--- config.mk ---
export PLATFORM = sky130hd
export DESIGN_NAME = swbr_regs
export DESIGN_NICKNAME = d
export VERILOG_FILES = /design/src/swbr_pkg.sv /design/src/swbr_regs.sv
export SDC_FILE = /design/constraint.sdc
export NUM_CORES = 1
export LEC_CHECK = 0
export ABC_AREA = 1
export BUFFER_PORTS_ARGS = -buffer_cell sky130_fd_sc_hd__buf_2
export CAP_MARGIN = 15
export CORE_MARGIN = 3
export CORE_UTILIZATION = 48
export DETAILED_ROUTE_END_ITERATION = 16
export PLACE_DENSITY = 0.86
export SETUP_SLACK_MARGIN = 0.05
export SLEW_MARGIN = 30
export SYNTH_ARGS = -nofsm -noshare
export SYNTH_HDL_FRONTEND = slang
export SYNTH_SLANG_ARGS = --single-unit
--- constraint.sdc ---
create_clock -name sys_clk -period 1.24 [get_ports sys_clk]
set_input_delay 0.186 -clock sys_clk [delete_from_list [all_inputs] [get_ports sys_clk]]
set_output_delay 0.186 -clock sys_clk [all_outputs]
set_load 0.05 [all_outputs]
--- src/swbr_pkg.sv ---
// Package for the watchdog, bus and wake control register bank.
package swbr_pkg;

   // ==========================================================
   // Register addresses on the serial control port
   localparam logic [6:0] ADDR_WD   = 7'h03;
   localparam logic [6:0] ADDR_BUS  = 7'h04;
   localparam logic [6:0] ADDR_IWK  = 7'h06;
   localparam logic [6:0] ADDR_EWK  = 7'h07;

   // ==========================================================
   // Field positions
   localparam int WD_PAR_BIT    = 7;
   localparam int WD_STOPLO_BIT = 6;
   localparam int DOG_TYPE_SELECT_BIT    = 5;
   localparam int WD_BUSWK_BIT  = 4;
   localparam int IWK_TMR_BIT   = 6;
   localparam int IWK_STOPHI_BIT = 2;
   localparam int EWK_GLOB_BIT  = 7;
   localparam int EWK_SENSE_BIT = 5;
   localparam int EWK_EN_BIT    = 0;

   // Writable bits of each register; all others are reserved.
   localparam logic [7:0] WD_MASK  = 8'hF7;
   localparam logic [7:0] BUS_MASK = 8'h03;
   localparam logic [7:0] IWK_MASK = 8'h44;
   localparam logic [7:0] EWK_MASK = 8'hA1;

   // ==========================================================
   // Reset, restart and fail-safe values
   localparam logic [7:0] WD_RST       = 8'h14;
   localparam logic [7:0] WD_RESTART   = 8'h04;
   localparam logic [7:0] WD_KEEP      = 8'hB0;
   localparam logic [7:0] BUS_RST      = 8'h00;
   localparam logic [7:0] BUS_RST_DEV  = 8'h03;
   localparam logic [7:0] BUS_FAILSAFE = 8'h01;
   localparam logic [7:0] IWK_RST      = 8'h00;
   localparam logic [7:0] IWK_KEEP     = 8'h40;
   localparam logic [7:0] EWK_RST      = 8'h01;
   localparam logic [7:0] EWK_KEEP     = 8'hA1;
   localparam logic [7:0] EWK_FAILSAFE = 8'h01;
   localparam logic [7:0] EWK_FS_KEEP  = 8'hA0;

   // ==========================================================
   // Transceiver modes
   localparam logic [1:0] CAN_OFF    = 2'h0;
   localparam logic [1:0] CAN_WAKE   = 2'h1;
   localparam logic [1:0] CAN_RXONLY = 2'h2;
   localparam logic [1:0] CAN_NORMAL = 2'h3;

   // Watchdog periods in milliseconds, indexed by the period code.
   localparam logic [13:0] PERIOD_MS [0:7] = '{14'h000A, 14'h0014, 14'h0032, 14'h0064,
                                               14'h00C8, 14'h01F4, 14'h03E8, 14'h2710};

   // ==========================================================
   // Carriers
   typedef struct packed {
      logic       wr;
      logic       rd;
      logic [6:0] addr;
      logic [7:0] data;
   } swbr_req_t;

   typedef struct packed {
      logic       softRst;
      logic       restart;
      logic [1:0] restartCan;
      logic       failSafe;
      logic       stopToNormal;
   } swbr_evt_t;

endpackage

--- src/swbr_regs.sv ---
// Watchdog, bus transceiver and wake control registers with their side effects.
//
// Behaviour
// - Watchdog byte checked for even parity
// - Bit 6 requests watchdog off in Stop
// - Bit 5 selects window or time-out watchdog
// - Bit 4 starts watchdog on bus wake
// - Period code selects 10 ms to 10 s
// - Reserved bits ignore writes, read zero
// - Watchdog reset 0x14, restart keeps 7,5,4
// - Fail-safe forces bus register to 0x01
// - Development mode resets bus mode normal
// - Restart bus mode follows cause, upper zero
// - Bit 6 enables cyclic timer wake
// - Stop to Normal clears second stop bit
// - Global bit routes all status to interrupt
// - Sense select suppresses input wake events
// - External wake reset 0x01, restart keeps 7,5,0
// - Bit 0 enables high-voltage input wake
`timescale 1ns/100ps
module swbr_regs (
   input  wire logic               sys_clk,
   input  wire logic               rst,
   input  wire swbr_pkg::swbr_req_t req,
   input  wire swbr_pkg::swbr_evt_t evt,
   input  wire logic               devMode,
   input  wire logic               inStopMode,
   input  wire logic               busWakeInStop,
   input  wire logic               hvWakeInput,
   input  wire logic               timerWakeEvent,
   input  wire logic               statusEvent,
   output logic [7:0]              rdData,
   output logic                    parityOk,
   output logic                    dogWindowMode,
   output logic [13:0]             dogPeriodMs,
   output logic                    stopDogOff,
   output logic                    dogStartLongWin,
   output logic [1:0]              canMode,
   output logic                    timerWakeEn,
   output logic                    hvWakeEn,
   output logic                    hvSenseSel,
   output logic                    irqOutN
);

   // ==========================================================
   // Register storage
   logic [7:0]  wdCfg_r;
   logic [7:0]  busCfg_r;
   logic [7:0]  iwkCfg_r;
   logic [7:0]  ewkCfg_r;
   logic [7:0]  rdData_r;
   logic        parityOk_r;
   logic        stopDogOff_r;
   logic        dogStart_r;
   logic [13:0] periodMs_r;
   logic        irqN_r;
   logic        wakeAny;

   function automatic logic hit(input swbr_pkg::swbr_req_t r, input logic [6:0] a);
      hit = r.wr && (r.addr == a);
   endfunction

   // Soft reset behaves like power-on reset for this bank.
   logic initAll;
   assign initAll = rst || evt.softRst;

   // ==========================================================
   // Watchdog configuration
   // reset and restart values
   always_ff @(posedge sys_clk) begin
      if (initAll) begin
         wdCfg_r <= swbr_pkg::WD_RST;
      end else if (evt.restart) begin
         wdCfg_r <= (wdCfg_r & swbr_pkg::WD_KEEP) | swbr_pkg::WD_RESTART;
      end else if (hit(req, swbr_pkg::ADDR_WD)) begin
         wdCfg_r <= req.data & swbr_pkg::WD_MASK;
      end
   end

   // even parity checked on the written byte
   always_ff @(posedge sys_clk) begin
      if (initAll) begin
         parityOk_r <= 1'b1;
      end else if (hit(req, swbr_pkg::ADDR_WD)) begin
         parityOk_r <= ~^req.data;
      end
   end

   always_ff @(posedge sys_clk) begin
      if (rst) begin
         // Reset shows the period of the reset code, so the counter never starts on a stale value.
         periodMs_r <= swbr_pkg::PERIOD_MS[swbr_pkg::WD_RST[2:0]];
      end else begin
         periodMs_r <= swbr_pkg::PERIOD_MS[wdCfg_r[2:0]];
      end
   end

   // ==========================================================
   // Bus transceiver mode
   always_ff @(posedge sys_clk) begin
      if (initAll) begin
         busCfg_r <= devMode ? swbr_pkg::BUS_RST_DEV : swbr_pkg::BUS_RST;
      end else if (evt.failSafe) begin
         busCfg_r <= swbr_pkg::BUS_FAILSAFE;
      end else if (evt.restart) begin
         busCfg_r <= {6'h00, evt.restartCan};
      end else if (hit(req, swbr_pkg::ADDR_BUS)) begin
         busCfg_r <= req.data & swbr_pkg::BUS_MASK;
      end
   end

   // ==========================================================
   // Internal wake control
   // A hardware clear on leaving Stop wins over a write in the same cycle,
   // so software cannot re-arm the bit while the mode change is in flight.
   always_ff @(posedge sys_clk) begin
      if (initAll) begin
         iwkCfg_r <= swbr_pkg::IWK_RST;
      end else if (evt.restart) begin
         iwkCfg_r <= iwkCfg_r & swbr_pkg::IWK_KEEP;
      end else if (evt.stopToNormal) begin
         iwkCfg_r[swbr_pkg::IWK_STOPHI_BIT] <= 1'b0;
      end else if (hit(req, swbr_pkg::ADDR_IWK)) begin
         iwkCfg_r <= req.data & swbr_pkg::IWK_MASK;
      end
   end

   // ==========================================================
   // External wake control
   always_ff @(posedge sys_clk) begin
      if (initAll) begin
         ewkCfg_r <= swbr_pkg::EWK_RST;
      end else if (evt.failSafe) begin
         if (!ewkCfg_r[swbr_pkg::EWK_SENSE_BIT]) begin
            ewkCfg_r <= (ewkCfg_r & swbr_pkg::EWK_FS_KEEP) | swbr_pkg::EWK_FAILSAFE;
         end
      end else if (evt.restart) begin
         // restart keeps routing, sense and enable
         ewkCfg_r <= ewkCfg_r & swbr_pkg::EWK_KEEP;
      end else if (hit(req, swbr_pkg::ADDR_EWK)) begin
         ewkCfg_r <= req.data & swbr_pkg::EWK_MASK;
      end
   end

   // ==========================================================
   // Read path
   // unmapped and reserved read zero
   always_ff @(posedge sys_clk) begin
      if (rst) begin
         rdData_r <= 8'h00;
      end else if (req.rd) begin
         case (req.addr)
            swbr_pkg::ADDR_WD:  rdData_r <= wdCfg_r;
            swbr_pkg::ADDR_BUS: rdData_r <= busCfg_r;
            swbr_pkg::ADDR_IWK: rdData_r <= iwkCfg_r;
            swbr_pkg::ADDR_EWK: rdData_r <= ewkCfg_r;
            default:            rdData_r <= 8'h00;
         endcase
      end
   end

   // ==========================================================
   // Watchdog controls toward the counter
   // low stop bit
   always_ff @(posedge sys_clk) begin
      if (rst) begin
         stopDogOff_r <= 1'b0;
      end else begin
         stopDogOff_r <= inStopMode && wdCfg_r[swbr_pkg::WD_STOPLO_BIT]
                         && iwkCfg_r[swbr_pkg::IWK_STOPHI_BIT];
      end
   end

   always_ff @(posedge sys_clk) begin
      if (rst) begin
         dogStart_r <= 1'b0;
      end else begin
         dogStart_r <= busWakeInStop && wdCfg_r[swbr_pkg::WD_BUSWK_BIT];
      end
   end

   // ==========================================================
   // Wake qualification and interrupt routing
   // sense mode suppresses input wake
   assign wakeAny = (hvWakeInput && ewkCfg_r[swbr_pkg::EWK_EN_BIT] && !ewkCfg_r[swbr_pkg::EWK_SENSE_BIT])
                    || (timerWakeEvent && iwkCfg_r[swbr_pkg::IWK_TMR_BIT])
                    || (busWakeInStop && busCfg_r[1:0] == swbr_pkg::CAN_WAKE);

   always_ff @(posedge sys_clk) begin
      if (rst) begin
         irqN_r <= 1'b1;
      end else begin
         irqN_r <= !(wakeAny || (statusEvent && ewkCfg_r[swbr_pkg::EWK_GLOB_BIT]));
      end
   end

   // ==========================================================
   // Outputs
   assign rdData          = rdData_r;
   assign parityOk        = parityOk_r;
   assign dogWindowMode   = wdCfg_r[swbr_pkg::DOG_TYPE_SELECT_BIT];
   assign dogPeriodMs     = periodMs_r;
   assign stopDogOff      = stopDogOff_r;
   assign dogStartLongWin = dogStart_r;
   assign canMode         = busCfg_r[1:0];
   assign timerWakeEn     = iwkCfg_r[swbr_pkg::IWK_TMR_BIT];
   assign hvWakeEn        = ewkCfg_r[swbr_pkg::EWK_EN_BIT];
   assign hvSenseSel      = ewkCfg_r[swbr_pkg::EWK_SENSE_BIT];
   assign irqOutN         = irqN_r;

   // ==========================================================
   // Checks
   AST_PARITY: assert property (@(posedge sys_clk) disable iff (rst)
      hit(req, swbr_pkg::ADDR_WD) && !evt.softRst |=> parityOk == ~^$past(req.data))
      else $error("parity flag does not follow written byte");

   AST_STOP_OFF: assert property (@(posedge sys_clk) disable iff (rst)
      stopDogOff |-> $past(inStopMode) && $past(wdCfg_r[6]) && $past(iwkCfg_r[2]))
      else $error("watchdog off in Stop without both bits");

   AST_WIN_SEL: assert property (@(posedge sys_clk) disable iff (rst)
      hit(req, swbr_pkg::ADDR_WD) && !evt.softRst && !evt.restart |=> dogWindowMode == $past(req.data[5]))
      else $error("watchdog type not taken from write");

   AST_BUS_START: assert property (@(posedge sys_clk) disable iff (rst)
      busWakeInStop && wdCfg_r[4] |=> dogStartLongWin)
      else $error("watchdog not started on bus wake");

   AST_RESERVED: assert property (@(posedge sys_clk) disable iff (rst)
      (wdCfg_r[3] == 1'b0) && (busCfg_r[7:2] == 6'h00) && ((iwkCfg_r & 8'hBB) == 8'h00) && ((ewkCfg_r & 8'h5E) == 8'h00))
      else $error("reserved bit set");

   AST_WD_RESTART: assert property (@(posedge sys_clk) disable iff (rst)
      evt.restart && !evt.softRst |=> wdCfg_r == (($past(wdCfg_r) & 8'hB0) | 8'h04))
      else $error("watchdog restart value wrong");

   AST_FAILSAFE: assert property (@(posedge sys_clk) disable iff (rst)
      evt.failSafe && !evt.softRst |=> busCfg_r == 8'h01 ##1 canMode == 2'h1 || $past(evt.restart) || $past(req.wr))
      else $error("fail-safe did not make bus wake capable");

   AST_DEV_RESET: assert property (@(posedge sys_clk) disable iff (rst)
      evt.softRst && devMode |=> canMode == 2'h3)
      else $error("development mode default not normal");

   AST_STOP_CLEAR: assert property (@(posedge sys_clk) disable iff (rst)
      evt.stopToNormal |=> !iwkCfg_r[2])
      else $error("second stop bit not cleared");

   AST_EWK_RESTART: assert property (@(posedge sys_clk) disable iff (rst)
      evt.restart && !evt.softRst && !evt.failSafe |=> ewkCfg_r == ($past(ewkCfg_r) & 8'hA1))
      else $error("external wake restart value wrong");

   AST_IRQ_ROUTE: assert property (@(posedge sys_clk) disable iff (rst)
      statusEvent && !wakeAny && !ewkCfg_r[7] |=> irqOutN)
      else $error("status event reached interrupt while routing is local");

   AST_STOP_LO: assert property (@(posedge sys_clk) disable iff (rst)
      inStopMode && !wdCfg_r[swbr_pkg::WD_STOPLO_BIT] |=> !stopDogOff)
      else $error("watchdog off in Stop with low stop bit clear");

   AST_PERIOD_MIN: assert property (@(posedge sys_clk) disable iff (rst)
      wdCfg_r[2:0] == 3'h0 |=> dogPeriodMs == 14'h000A)
      else $error("period code 0 does not give 10 ms");

   AST_PERIOD_MID: assert property (@(posedge sys_clk) disable iff (rst)
      wdCfg_r[2:0] == 3'h4 |=> dogPeriodMs == 14'h00C8)
      else $error("period code 4 does not give 200 ms");

   AST_PERIOD_MAX: assert property (@(posedge sys_clk) disable iff (rst)
      wdCfg_r[2:0] == 3'h7 |=> dogPeriodMs == 14'h2710)
      else $error("period code 7 does not give 10000 ms");

   AST_CAN_WRITE: assert property (@(posedge sys_clk) disable iff (rst)
      hit(req, swbr_pkg::ADDR_BUS) && !evt.softRst && !evt.failSafe && !evt.restart
      |=> canMode == $past(req.data[1:0]))
      else $error("transceiver mode not taken from write");

   AST_RESTART_CAN: assert property (@(posedge sys_clk) disable iff (rst)
      evt.restart && !evt.softRst && !evt.failSafe
      |=> canMode == $past(evt.restartCan) && busCfg_r[7:2] == 6'h00)
      else $error("restart transceiver mode does not follow cause");

   AST_TIMER_WRITE: assert property (@(posedge sys_clk) disable iff (rst)
      hit(req, swbr_pkg::ADDR_IWK) && !evt.softRst && !evt.restart && !evt.stopToNormal
      |=> timerWakeEn == $past(req.data[6]))
      else $error("timer wake enable not taken from write");

   AST_TIMER_WAKE: assert property (@(posedge sys_clk) disable iff (rst)
      timerWakeEvent && timerWakeEn |=> !irqOutN)
      else $error("enabled timer wake did not reach interrupt");

   AST_SENSE_MUTE: assert property (@(posedge sys_clk) disable iff (rst)
      hvWakeInput && hvSenseSel && !timerWakeEvent && !busWakeInStop && !statusEvent |=> irqOutN)
      else $error("input wake reached interrupt in sense mode");

   AST_HV_WAKE: assert property (@(posedge sys_clk) disable iff (rst)
      hvWakeInput && hvWakeEn && !hvSenseSel |=> !irqOutN)
      else $error("enabled input wake did not reach interrupt");

   AST_HV_OFF: assert property (@(posedge sys_clk) disable iff (rst)
      hvWakeInput && !hvWakeEn && !timerWakeEvent && !busWakeInStop && !statusEvent |=> irqOutN)
      else $error("disabled input wake reached interrupt");

   AST_IRQ_GLOBAL: assert property (@(posedge sys_clk) disable iff (rst)
      statusEvent && ewkCfg_r[swbr_pkg::EWK_GLOB_BIT] |=> !irqOutN)
      else $error("status event missed interrupt with global routing");

   AST_IRQ_ONE: assert property (@(posedge sys_clk) disable iff (rst)
      !irqOutN && !wakeAny && !statusEvent |=> irqOutN)
      else $error("interrupt held low without a new event");

   AST_READ_UNMAPPED: assert property (@(posedge sys_clk) disable iff (rst)
      req.rd && req.addr != swbr_pkg::ADDR_WD && req.addr != swbr_pkg::ADDR_BUS
      && req.addr != swbr_pkg::ADDR_IWK && req.addr != swbr_pkg::ADDR_EWK |=> rdData == 8'h00)
      else $error("unmapped read not zero");

   AST_READ_BUS: assert property (@(posedge sys_clk) disable iff (rst)
      req.rd && req.addr == swbr_pkg::ADDR_BUS |=> rdData[7:2] == 6'h00)
      else $error("reserved transceiver bits read nonzero");

   AST_WD_RESET: assert property (@(posedge sys_clk) disable iff (rst)
      evt.softRst |=> wdCfg_r == swbr_pkg::WD_RST)
      else $error("watchdog soft reset value wrong");

   AST_EWK_RESET: assert property (@(posedge sys_clk) disable iff (rst)
      evt.softRst |=> ewkCfg_r == swbr_pkg::EWK_RST)
      else $error("external wake soft reset value wrong");

   AST_FS_WAKE: assert property (@(posedge sys_clk) disable iff (rst)
      evt.failSafe && !evt.softRst && !hvSenseSel |=> hvWakeEn)
      else $error("fail-safe left input wake disabled");

   AST_DEV_OFF: assert property (@(posedge sys_clk) disable iff (rst)
      evt.softRst && !devMode |=> canMode == swbr_pkg::CAN_OFF)
      else $error("soft reset outside development mode not off");

endmodule

==> results of run 1 <==
logic make-up after synthesis:
| group | count (synthesis) | share of synthesized area, % |
|---|---|---|
| buf+inv | 37 | 10.2 |
| flops | 36 | 43.9 |
| xor+xnor | 6 | 3.11 |
| fa+ha+maj | 4 | 2.97 |
| compound gates | 36 | 11.6 |
| simple gates | 107 | 27.9 |
| other cells | 1 | 0.222 |
cell usage in the layout, fill, tap and decap left out:
| cell | netlist | layout |
|---|---|---|
| buf_2 | 1 | 53 |
| nand2_1 | 50 | 50 |
| dfxtp_1 | 34 | 33 |
| inv_1 | 27 | 27 |
| nor2_1 | 24 | 24 |
| nand3_1 | 24 | 24 |
| o21ai_0 | 15 | 15 |
| a21oi_1 | 14 | 14 |
| buf_4 | 4 | 14 |
| clkbuf_4 | 0 | 7 |
| ha_1 | 4 | 4 |
| xor2_1 | 3 | 3 |
| xnor2_1 | 3 | 3 |
| conb_1 | 1 | 3 |
| nor3_1 | 2 | 2 |
| o22ai_1 | 2 | 2 |
| nand4_1 | 2 | 2 |
| o211ai_1 | 2 | 2 |
| nor2_4 | 2 | 2 |
| nand2_4 | 2 | 2 |
| edfxtp_1 | 2 | 2 |
| inv_2 | 1 | 1 |
| nand2_2 | 1 | 1 |
| o2111ai_1 | 1 | 1 |
| o21bai_1 | 1 | 1 |
| a21o_1 | 1 | 1 |
| clkinv_2 | 0 | 1 |
| clkbuf_16 | 0 | 1 |
| clkinvlp_4 | 0 | 1 |
| dfxtp_2 | 0 | 1 |
sequential cells by signal (all words and copies together) (netlist names):
register / count
busCfg_r: 2
dogPeriodMs: 10
dogStartLongWin: 1
ewkCfg_r: 3
irqOutN: 1
iwkCfg_r: 2
parityOk: 1
rdData: 8
stopDogOff: 1
wdCfg_r: 7
through the flow:
stage | power [mW] | TNS, ps
4_1_cts | 2.21 | 0
3_5_place_dp | 1.50 | -7.65
2_1_floorplan | 1.40 | 0
5_1_grt | 2.29 | 0
6_report | 2.20 | 0
3_3_place_gp | 1.50 | 0
worst reg2reg max path, cell delays in order, from the launching register on:
cell     delay (ps)
dfxtp_1         420
inv_1           100
ha_1            290
inv_1            80
o22ai_1          80
worst min-delay path by stage:
stage | endpoint | slack [ps] | cells after the start
after floorplan | ewkCfg_r[0] | 300 | 2
after global placement | rdData[3] | 430 | 2
after detailed placement | rdData[3] | 430 | 2
after CTS | dogStartLongWin | 100 | 3
after global routing | dogStartLongWin | 100 | 3
final | stopDogOff | 110 | 3
where the power goes:
part | switching, mW | internal [mW] | total (mW)
clock | 0.381 | 0.340 | 0.720
sequential | 0.00744 | 1.18 | 1.19
combinational | 0.192 | 0.0987 | 0.291
synth_stat cells, types with 3 or more instances:
library cell | number | area (um^2)
nand2_1 | 50 | 188
dfxtp_1 | 34 | 681
inv_1 | 27 | 101
nand3_1 | 24 | 120
nor2_1 | 24 | 90.1
o21ai_0 | 15 | 75.1
a21oi_1 | 14 | 70.1
buf_4 | 4 | 30.0
ha_1 | 4 | 50.1
xnor2_1 | 3 | 26.3
xor2_1 | 3 | 26.3
area by class of cell:
class / count / area (um^2) / area share (%)
clock buffers: 6 / 62.6 / 2.92
clock inverters: 2 / 12.5 / 0.583
inverters: 28 / 105 / 4.90
multi-input cells: 156 / 782 / 36.5
flip-flops and latches: 36 / 742 / 34.6
well taps: 44 / 55.1 / 2.57
repair buffers: 69 / 385 / 18.0
metal layers:
metal / track usage (%) / up-vias / share of wire [%]
met3: 4.79 / 2 / 6.4
met4: 5.96 / 0 / 0.30
met2: 31.7 / 55 / 49
met1: 23.2 / 723 / 44
met5: 0 / - / 0
li1: - / 862 / -
what timing repair did:
| item | CTS | global route |
|---|---|---|
| setup endpoints to repair | 2 | 5 |
| endpoints found under the hold margin | 0 | 0 |
| gates resized for setup | 2 | 7 |
| pin swaps | 0 | 0 |
==> impl_metrics.toml, run 1 <==
[layout]
drive_gt1_share_pct = 28.3
antenna_cells = 0
fin_util_pct = 67.0
final_area_um2 = 2140
final_cells = 341
syn_to_final_growth_pct = 27.1
num-fill-cells = 313
final_net_count = 331

[floorplanning]
num_rows = 20
io_pins = 63
core_um2 = 3200
die_area_um2 = 4260
start_util_pct = 52.7
die_h_um = 65.3
die_width_um = 65.3

[logic_synthesis]
ys_warn_count = 0
synthArstFlopShare_pct = 0
ys_seq_area_share_pct = 43.9
synth.distinct_cells = 28
synthCells = 227
synth_area_um2 = 1690
syn_avg_cell_area_um2 = 7.44
synth_edf_count = 2
ys_seq_elements = 36
synthFlopType = "dfxtp_1"

[critical_path]
cp-startpoint = "busCfg_r[1]"
r2r-start = "wdCfg_r[0]"
r2r-end = "dogPeriodMs[5]"
reg2reg_slack_ps = 160
endpoint_kind = "primary output"
cp_slowest_stage_delay_ps = 430
cp_cell_sequence = "buf_4"
crit_slowest_cell = "edfxtp_1"
critPathLaunchType = "flop"
cp.arrival_ps = 970
path_class = "flop to primary output"
crit_required_ps = 1050
endpoint = "canMode[1]"
critical_path_depth = 1
crit_family = "flip-flops"
worstPathMaxFanout = 3
rr_worst_depth = 4
cp_num_buf_inv = 1

[placed_design]
gp_congestion = 0.876
port_buffers = 59
placed_cells = 333
place_area_um2 = 2050
dp_slack_ps = -7.65
place_hpwl_um = 3280

[timing]
hold_ws_ps = 110
min_period_ps = 1160
fmax_mhz = 861
finalMaxSlewViolations = 0
post-route-period-util_pct = 93.6
timing.final.ws_setup_ps = 79.2
setup_viol = 0
rsz0062_at_grt = "yes"
hold_viol_final = 0
fin_skew_ps = 4.42

[cts]
htreeDepth = 2
cts_root_buffer = "clkbuf_4"
cts.sinks = 36
cts_tree = "done"
clock_latency_ps = 330
path_clk_slew_ps = 110
cts_hold_buf = 0
cts_setup_buffers = 0
cts_made_buffers = 5
cts_buffer_depth = 2

[global_routing]
gr-total-overflow = 0
antenna_found_initial = 0
grt_pass1_wl_um = 6310
track_usage_pct = 18.8
grt_max_degree = 13
first_global_vias = 1527

[worst_hold_path]
holdCritPathClass = "primary input to flop"
min-delay-start = "inStopMode"

[detailed_routing]
vias = 1642
postRouteAntennaNets = 0
routed_wl_um = 3940
firstDrtPassIters = 4
drc = 0
viasPerCell = 4.82
wl_per_cell_um = 11.6
drt_iter0_markers = 91

[power_and_ir_drop]
p_per_area_nw_per_um2 = 1030
vdd_ir_drop_max_mv = 0.501
p_leak_nw = 1.05

[flow_run]
drv_cap = 0

[status]
status = "completed"
Note: power is estimated with default switching activity, not from simulation.
==> run 2, diff against run 1 <==
--- a/config.mk
+++ b/config.mk
@@ -8,10 +8,12 @@
 export ABC_AREA = 1
 export BUFFER_PORTS_ARGS = -buffer_cell sky130_fd_sc_hd__buf_2
 export CAP_MARGIN = 15
+export CELL_PAD_IN_SITES_DETAIL_PLACEMENT = 1
+export CELL_PAD_IN_SITES_GLOBAL_PLACEMENT = 1
 export CORE_MARGIN = 3
-export CORE_UTILIZATION = 48
+export CORE_UTILIZATION = 34
 export DETAILED_ROUTE_END_ITERATION = 16
-export PLACE_DENSITY = 0.86
+export PLACE_DENSITY = 0.87
 export SETUP_SLACK_MARGIN = 0.05
 export SLEW_MARGIN = 30
 export SYNTH_ARGS = -nofsm -noshare
==> run 2 against run 1 <==
Effect of this change: clock power increased by 18%; die area increased by 37%; register-to-register slack about the same; power increased by 6.6%; maximum frequency increased by 0.17%; global-route usage decreased by 1.6 points; clock skew increased by 0.90 ps; sequential power about the same; first-iteration DRC count decreased by 37%; final cell count increased by 6.7%; non-clock buffer count unchanged; utilization decreased by 21 points.
==> impl_metrics.toml, run 2 (synthesis results as in run 1) <==
[status]
status = "completed"

[critical_path]
rr_worst_depth = 4
cp.arrival_ps = 970
path_class = "flop to primary output"
r2r-end = "dogPeriodMs[5]"
worstPathMaxFanout = 3
critPathLaunchType = "flop"
crit_required_ps = 1050
critical_path_depth = 1
cp-startpoint = "busCfg_r[1]"
crit_slowest_cell = "edfxtp_1"
endpoint_kind = "primary output"
endpoint = "canMode[1]"
crit_family = "flip-flops"
cp_cell_sequence = "clkbuf_4"
cp_num_buf_inv = 1
reg2reg_slack_ps = 150
cp_slowest_stage_delay_ps = 440
r2r-start = "wdCfg_r[1]"

[timing]
finalMaxSlewViolations = 0
post-route-period-util_pct = 93.5
rsz0062_at_grt = "yes"
hold_viol_final = 0
fmax_mhz = 863
min_period_ps = 1160
setup-tns-final_ps = 0
timing.final.ws_setup_ps = 81.2
fin_skew_ps = 5.32
setup_viol = 0

[power_and_ir_drop]
p_leak_nw = 1.06
p_per_area_nw_per_um2 = 1070
vdd_ir_drop_max_mv = 0.419

[layout]
final_net_count = 331
layout_common_cells = "buf_2, nand2_1, dfxtp_1, inv_1"
regArea_um2 = 743
multi_input_area_um2 = 782
syn_to_final_growth_pct = 30.2
final_cells = 364
num-fill-cells = 655
drive_gt1_share_pct = 28.6
largest_reg_flops = 10
layout_commonest_cell = "buf_2"
antenna_cells = 0
fin_util_pct = 46.2

[placed_design]
place_hpwl_um = 3930
placed_cells = 355
gp_congestion = 0.824
dp_slack_ps = -112
port_buffers = 59

[cts]
path_clk_slew_ps = 70
cts_root_buffer = "clkbuf_8"
cts_hold_buf = 0
htreeDepth = 2
clock_latency_ps = 290
cts_buffer_depth = 2
cts_made_buffers = 5
cts_tree = "done"
cts.sinks = 36

[detailed_routing]
firstDrtPassIters = 4
postRouteAntennaNets = 0
routed_wl_um = 4870
wl_per_cell_um = 13.4
highest_layer = "met4"
viasPerCell = 4.67
vias = 1700
wl_met1_um = 2190
wl_met2_um = 2370
drc = 0
wl_met3_um = 225
drt_iter0_markers = 57

[floorplanning]
die_width_um = 76.5
num_rows = 25
start_util_pct = 35.5
die_h_um = 76.5
die_area_um2 = 5850
io_pins = 63
core_um2 = 4750

[flow_run]
drv_cap = 0

[global_routing]
antenna_found_initial = 0
grt_max_degree = 12
gr-total-overflow = 0
first_global_vias = 1698
grt_pass1_wl_um = 8080
track_usage_pct = 17.2

[worst_hold_path]
holdCritPathClass = "primary input to flop"
==> run 2: cell types whose count changed in the layout (fill, tap and decap cells not counted), sizes merged <==
cell / before / now
clkinv: 1 / 2
clkinvlp: 1 / 0
==> run 2: how the worst min path moves through the flow <==
stage / start / endpoint / slack, ps / cells past startpoint
final: busWakeInStop / dogStartLongWin / 160 / 3
after global routing: busWakeInStop / dogStartLongWin / 160 / 3
after CTS: busWakeInStop / dogStartLongWin / 150 / 3
after detailed placement: rdData[3] / rdData[3] / 430 / 2
after global placement: rdData[3] / rdData[3] / 420 / 2
after floorplan: req[0] / ewkCfg_r[0] / 300 / 2
==> run 2: area by class of cell <==
cell class              instances  share of cell area (%)
inverters                      28                    4.78
repair buffers                 69                    17.8
well taps                      67                    3.82
multi-input cells             156                    35.6
flip-flops and latches         36                    33.8
clock inverters                 2                   0.456
clock buffers                   6                    3.76
==> run 2: power by group <==
group	internal, mW	switching, mW
Sequential	1.18	0.00957
Clock	0.443	0.405
Combinational	0.104	0.202
Total	1.73	0.617
==> run 2: metrics by stage <==
stage | hold WS (ps) | cell area, um^2 | total power [mW]
finish | 161 | 2200 | 2.35
global route | 157 | 2200 | 2.46
CTS | 154 | 2180 | 2.36
detailed placement | 431 | 2090 | 1.52
global placement | 424 | 2090 | 1.51
floorplan | 299 | 1700 | 1.40
==> run 2: repair_timing <==
| action | CTS | global route |
|---|---|---|
| setup buffers | 0 | 1 |
| gates resized for setup | 1 | 4 |
| endpoints found under the setup margin | 1 | 4 |
==> run 2: metal layers <==
layer	GRT usage (%)	vias up
met4	5.98	0
met3	3.43	8
met2	29.8	46
met5	0	-
li1	-	856
met1	21.0	790
==> run 3, diff against run 2 <==
--- a/config.mk
+++ b/config.mk
@@ -5,13 +5,13 @@
 export SDC_FILE = /design/constraint.sdc
 export NUM_CORES = 1
 export LEC_CHECK = 0
-export ABC_AREA = 1
+export ABC_AREA = 0
 export BUFFER_PORTS_ARGS = -buffer_cell sky130_fd_sc_hd__buf_2
 export CAP_MARGIN = 15
 export CELL_PAD_IN_SITES_DETAIL_PLACEMENT = 1
 export CELL_PAD_IN_SITES_GLOBAL_PLACEMENT = 1
 export CORE_MARGIN = 3
-export CORE_UTILIZATION = 34
+export CORE_UTILIZATION = 36
 export DETAILED_ROUTE_END_ITERATION = 16
 export PLACE_DENSITY = 0.87
 export SETUP_SLACK_MARGIN = 0.05
==> run 3 against run 2 <==
Effect of this change: synthesized cell count decreased by 24%; non-clock buffer count increased by 8; sequential power about the same; count of clock-buffer cells in the layout unchanged; utilization increased by 4.5 points; register-to-register slack improved by 30 ps; clock skew increased by 2.2 ps; worst hold slack got worse by 61 ps; critical path type is now primary input to flop.
==> impl_metrics.toml, run 3 <==
[timing]
hold_viol_final = 0
finalMaxSlewViolations = 0
setup_viol = 0
post-route-period-util_pct = 96.7
fmax_mhz = 834
min_period_ps = 1200
fin_skew_ps = 7.52
rsz0062_at_grt = "yes"
setup-tns-final_ps = 0

[logic_synthesis]
synthFlopType = "dfxtp_1"
synthCells = 172
synth.distinct_cells = 46
ys_warn_count = 0
yosysMostFrequentCell = "dfxtp_1"
synth_top_cell_area_share_pct = 39.9
syn_avg_cell_area_um2 = 9.92
synth_top_area_cell = "dfxtp_1"
synthTopCellsByCount = "dfxtp_1, mux2i_1, nor2_1"
ys_seq_area_share_pct = 43.4
synthArstFlopShare_pct = 0
synth_area_um2 = 1710
ys_seq_elements = 36
yosys-top-cells-area = "dfxtp_1, mux2i_1, xnor2_1, edfxtp_1, ha_1"
synth_edf_count = 2

[power_and_ir_drop]
vdd_ir_drop_max_mv = 0.566
p_per_area_nw_per_um2 = 1050
p_leak_nw = 1.00

[critical_path]
cp_cell_sequence = "buf_6 > or4_4 > nor2_8 > mux2i_2 > nor2_1"
worstPathMaxFanout = 5
path_class = "primary input to flop"
endpoint_kind = "flop"
crit_family = "simple AND/OR/NAND/NOR gates"
crit_required_ps = 1430
critPathLaunchType = "primary input"
reg2reg_slack_ps = 180
crit_slowest_cell = "or4_4"
rr_worst_depth = 4
cp_num_buf_inv = 1
r2r-start = "wdCfg_r[0]"
cp_slowest_stage_delay_ps = 620
r2r-end = "dogPeriodMs[5]"
cp-startpoint = "req[11]"
cp.arrival_ps = 1390
critical_path_depth = 5

[placed_design]
placed_cells = 287
place_hpwl_um = 3690
gp_congestion = 0.782
port_buffers = 59

[cts]
cts.sinks = 36
cts_buffer_depth = 2
htreeDepth = 2
path_clk_slew_ps = 80
clock_latency_ps = 300
cts_made_buffers = 5
cts_tree = "done"
cts_hold_buf = 0
cts_root_buffer = "clkbuf_8"

[global_routing]
gr-total-overflow = 0
busiest_layer = "met2"
grt_pass1_wl_um = 7660
antenna_found_initial = 0
met2_usage_pct = 30.5
track_usage_pct = 18.7
use_met3_pct = 3.07
gr-usage-met1_pct = 23.4
grt_max_degree = 22
first_global_vias = 1568

[detailed_routing]
drt_iter0_markers = 55
viasPerCell = 5.01
drc = 0
vias = 1497
postRouteAntennaNets = 0
routed_wl_um = 4810
firstDrtPassIters = 4
wl_per_cell_um = 16.1

[layout]
final_net_count = 281
syn_to_final_growth_pct = 33.1
layout_commonest_cell = "buf_2"
final_cells = 299
antenna_cells = 0
drive_gt1_share_pct = 40.5
largest_reg_flops = 10
layout_common_cells = "buf_2, dfxtp_1, buf_4, mux2i_1, nor2_1"

[status]
status = "completed"

[worst_hold_path]
min-delay-start = "evt[0]"
holdCritPathClass = "primary input to flop"
worstHoldEndpoint = "iwkCfg_r[2]"
hold_depth = 2

[floorplanning]
core_um2 = 4470
die_width_um = 74.8
num_rows = 24
die_h_um = 74.8
start_util_pct = 38.1
io_pins = 63
die_area_um2 = 5600

[flow_run]
drv_cap = 0
==> run 3: where the power goes <==
part           leakage [nW]  switching [mW]  total (mW)  internal [mW]
Sequential            0.296         0.00731        1.19           1.18
Clock                0.0510           0.437       0.880          0.443
Combinational         0.657           0.196       0.323          0.127
==> run 3: kinds of logic (layout without fill, tap and decap cells) <==
kind of cell | Yosys count | count (layout) | share of synthesized area [%]
AO/OA/AOI/OAI | 26 | 26 | 10.2
buffers and inverters | 19 | 92 | 5.94
flip-flops | 36 | 36 | 43.4
adder cells (fa/ha/maj) | 4 | 4 | 2.93
multiplexers | 14 | 14 | 8.29
other | 1 | 3 | 0.220
XOR/XNOR | 8 | 8 | 4.11
AND/OR/NAND/NOR | 64 | 64 | 24.9
==> run 3: metrics by stage <==
stage | cell area (um^2) | worst slack, ps | util (%) | hold slack, ps | total power, mW
4_1_cts | 2240 | 20.0 | 50.0 | 90.1 | 2.41
3_3_place_gp | 2120 | -276 | 47.4 | 418 | 1.52
5_1_grt | 2270 | 11.2 | 50.7 | 107 | 2.48
6_report | 2270 | 41.4 | 50.7 | 99.6 | 2.39
2_1_floorplan | 1730 | -190 | - | 260 | 1.40
3_5_place_dp | 2120 | -333 | 47.4 | 420 | 1.53
==> run 3: how the worst max path moves through the flow <==
stage / to / slack (ps)
after floorplan: iwkCfg_r[6] / -190
after global placement: iwkCfg_r[6] / -280
after detailed placement: iwkCfg_r[6] / -330
after CTS: iwkCfg_r[6] / 20
after global routing: wdCfg_r[0] / 10
final: wdCfg_r[0] / 40
==> run 3: timing repair <==
action	CTS	global route
gates resized for setup	4	5
setup endpoints to repair	7	17
setup buffers	1	3
pin swaps	2	6
==> run 3: area by class of cell <==
class                      instances  area [um^2]
fill                             538         2200
multi-input combinational        119          892
sequential                        36          746
timing repair buffer              77          448
clock buffer                       6         82.6
tap                               52         65.1
inverter                           7         26.3
clock inverter                     2         10.0
==> run 3: worst reg2reg max path, stage by stage, from the launching register on <==
cell and delay [ps]:
dfxtp_2 370, inv_1 80, ha_1 300, mux2i_1 150, nor2_1 50
==> run 3: layer usage <==
layer,up-vias,part of all wire [%]
li1,743,-
met1,697,46
met2,48,47
met3,9,4.4
met4,0,2.6
met5,-,0
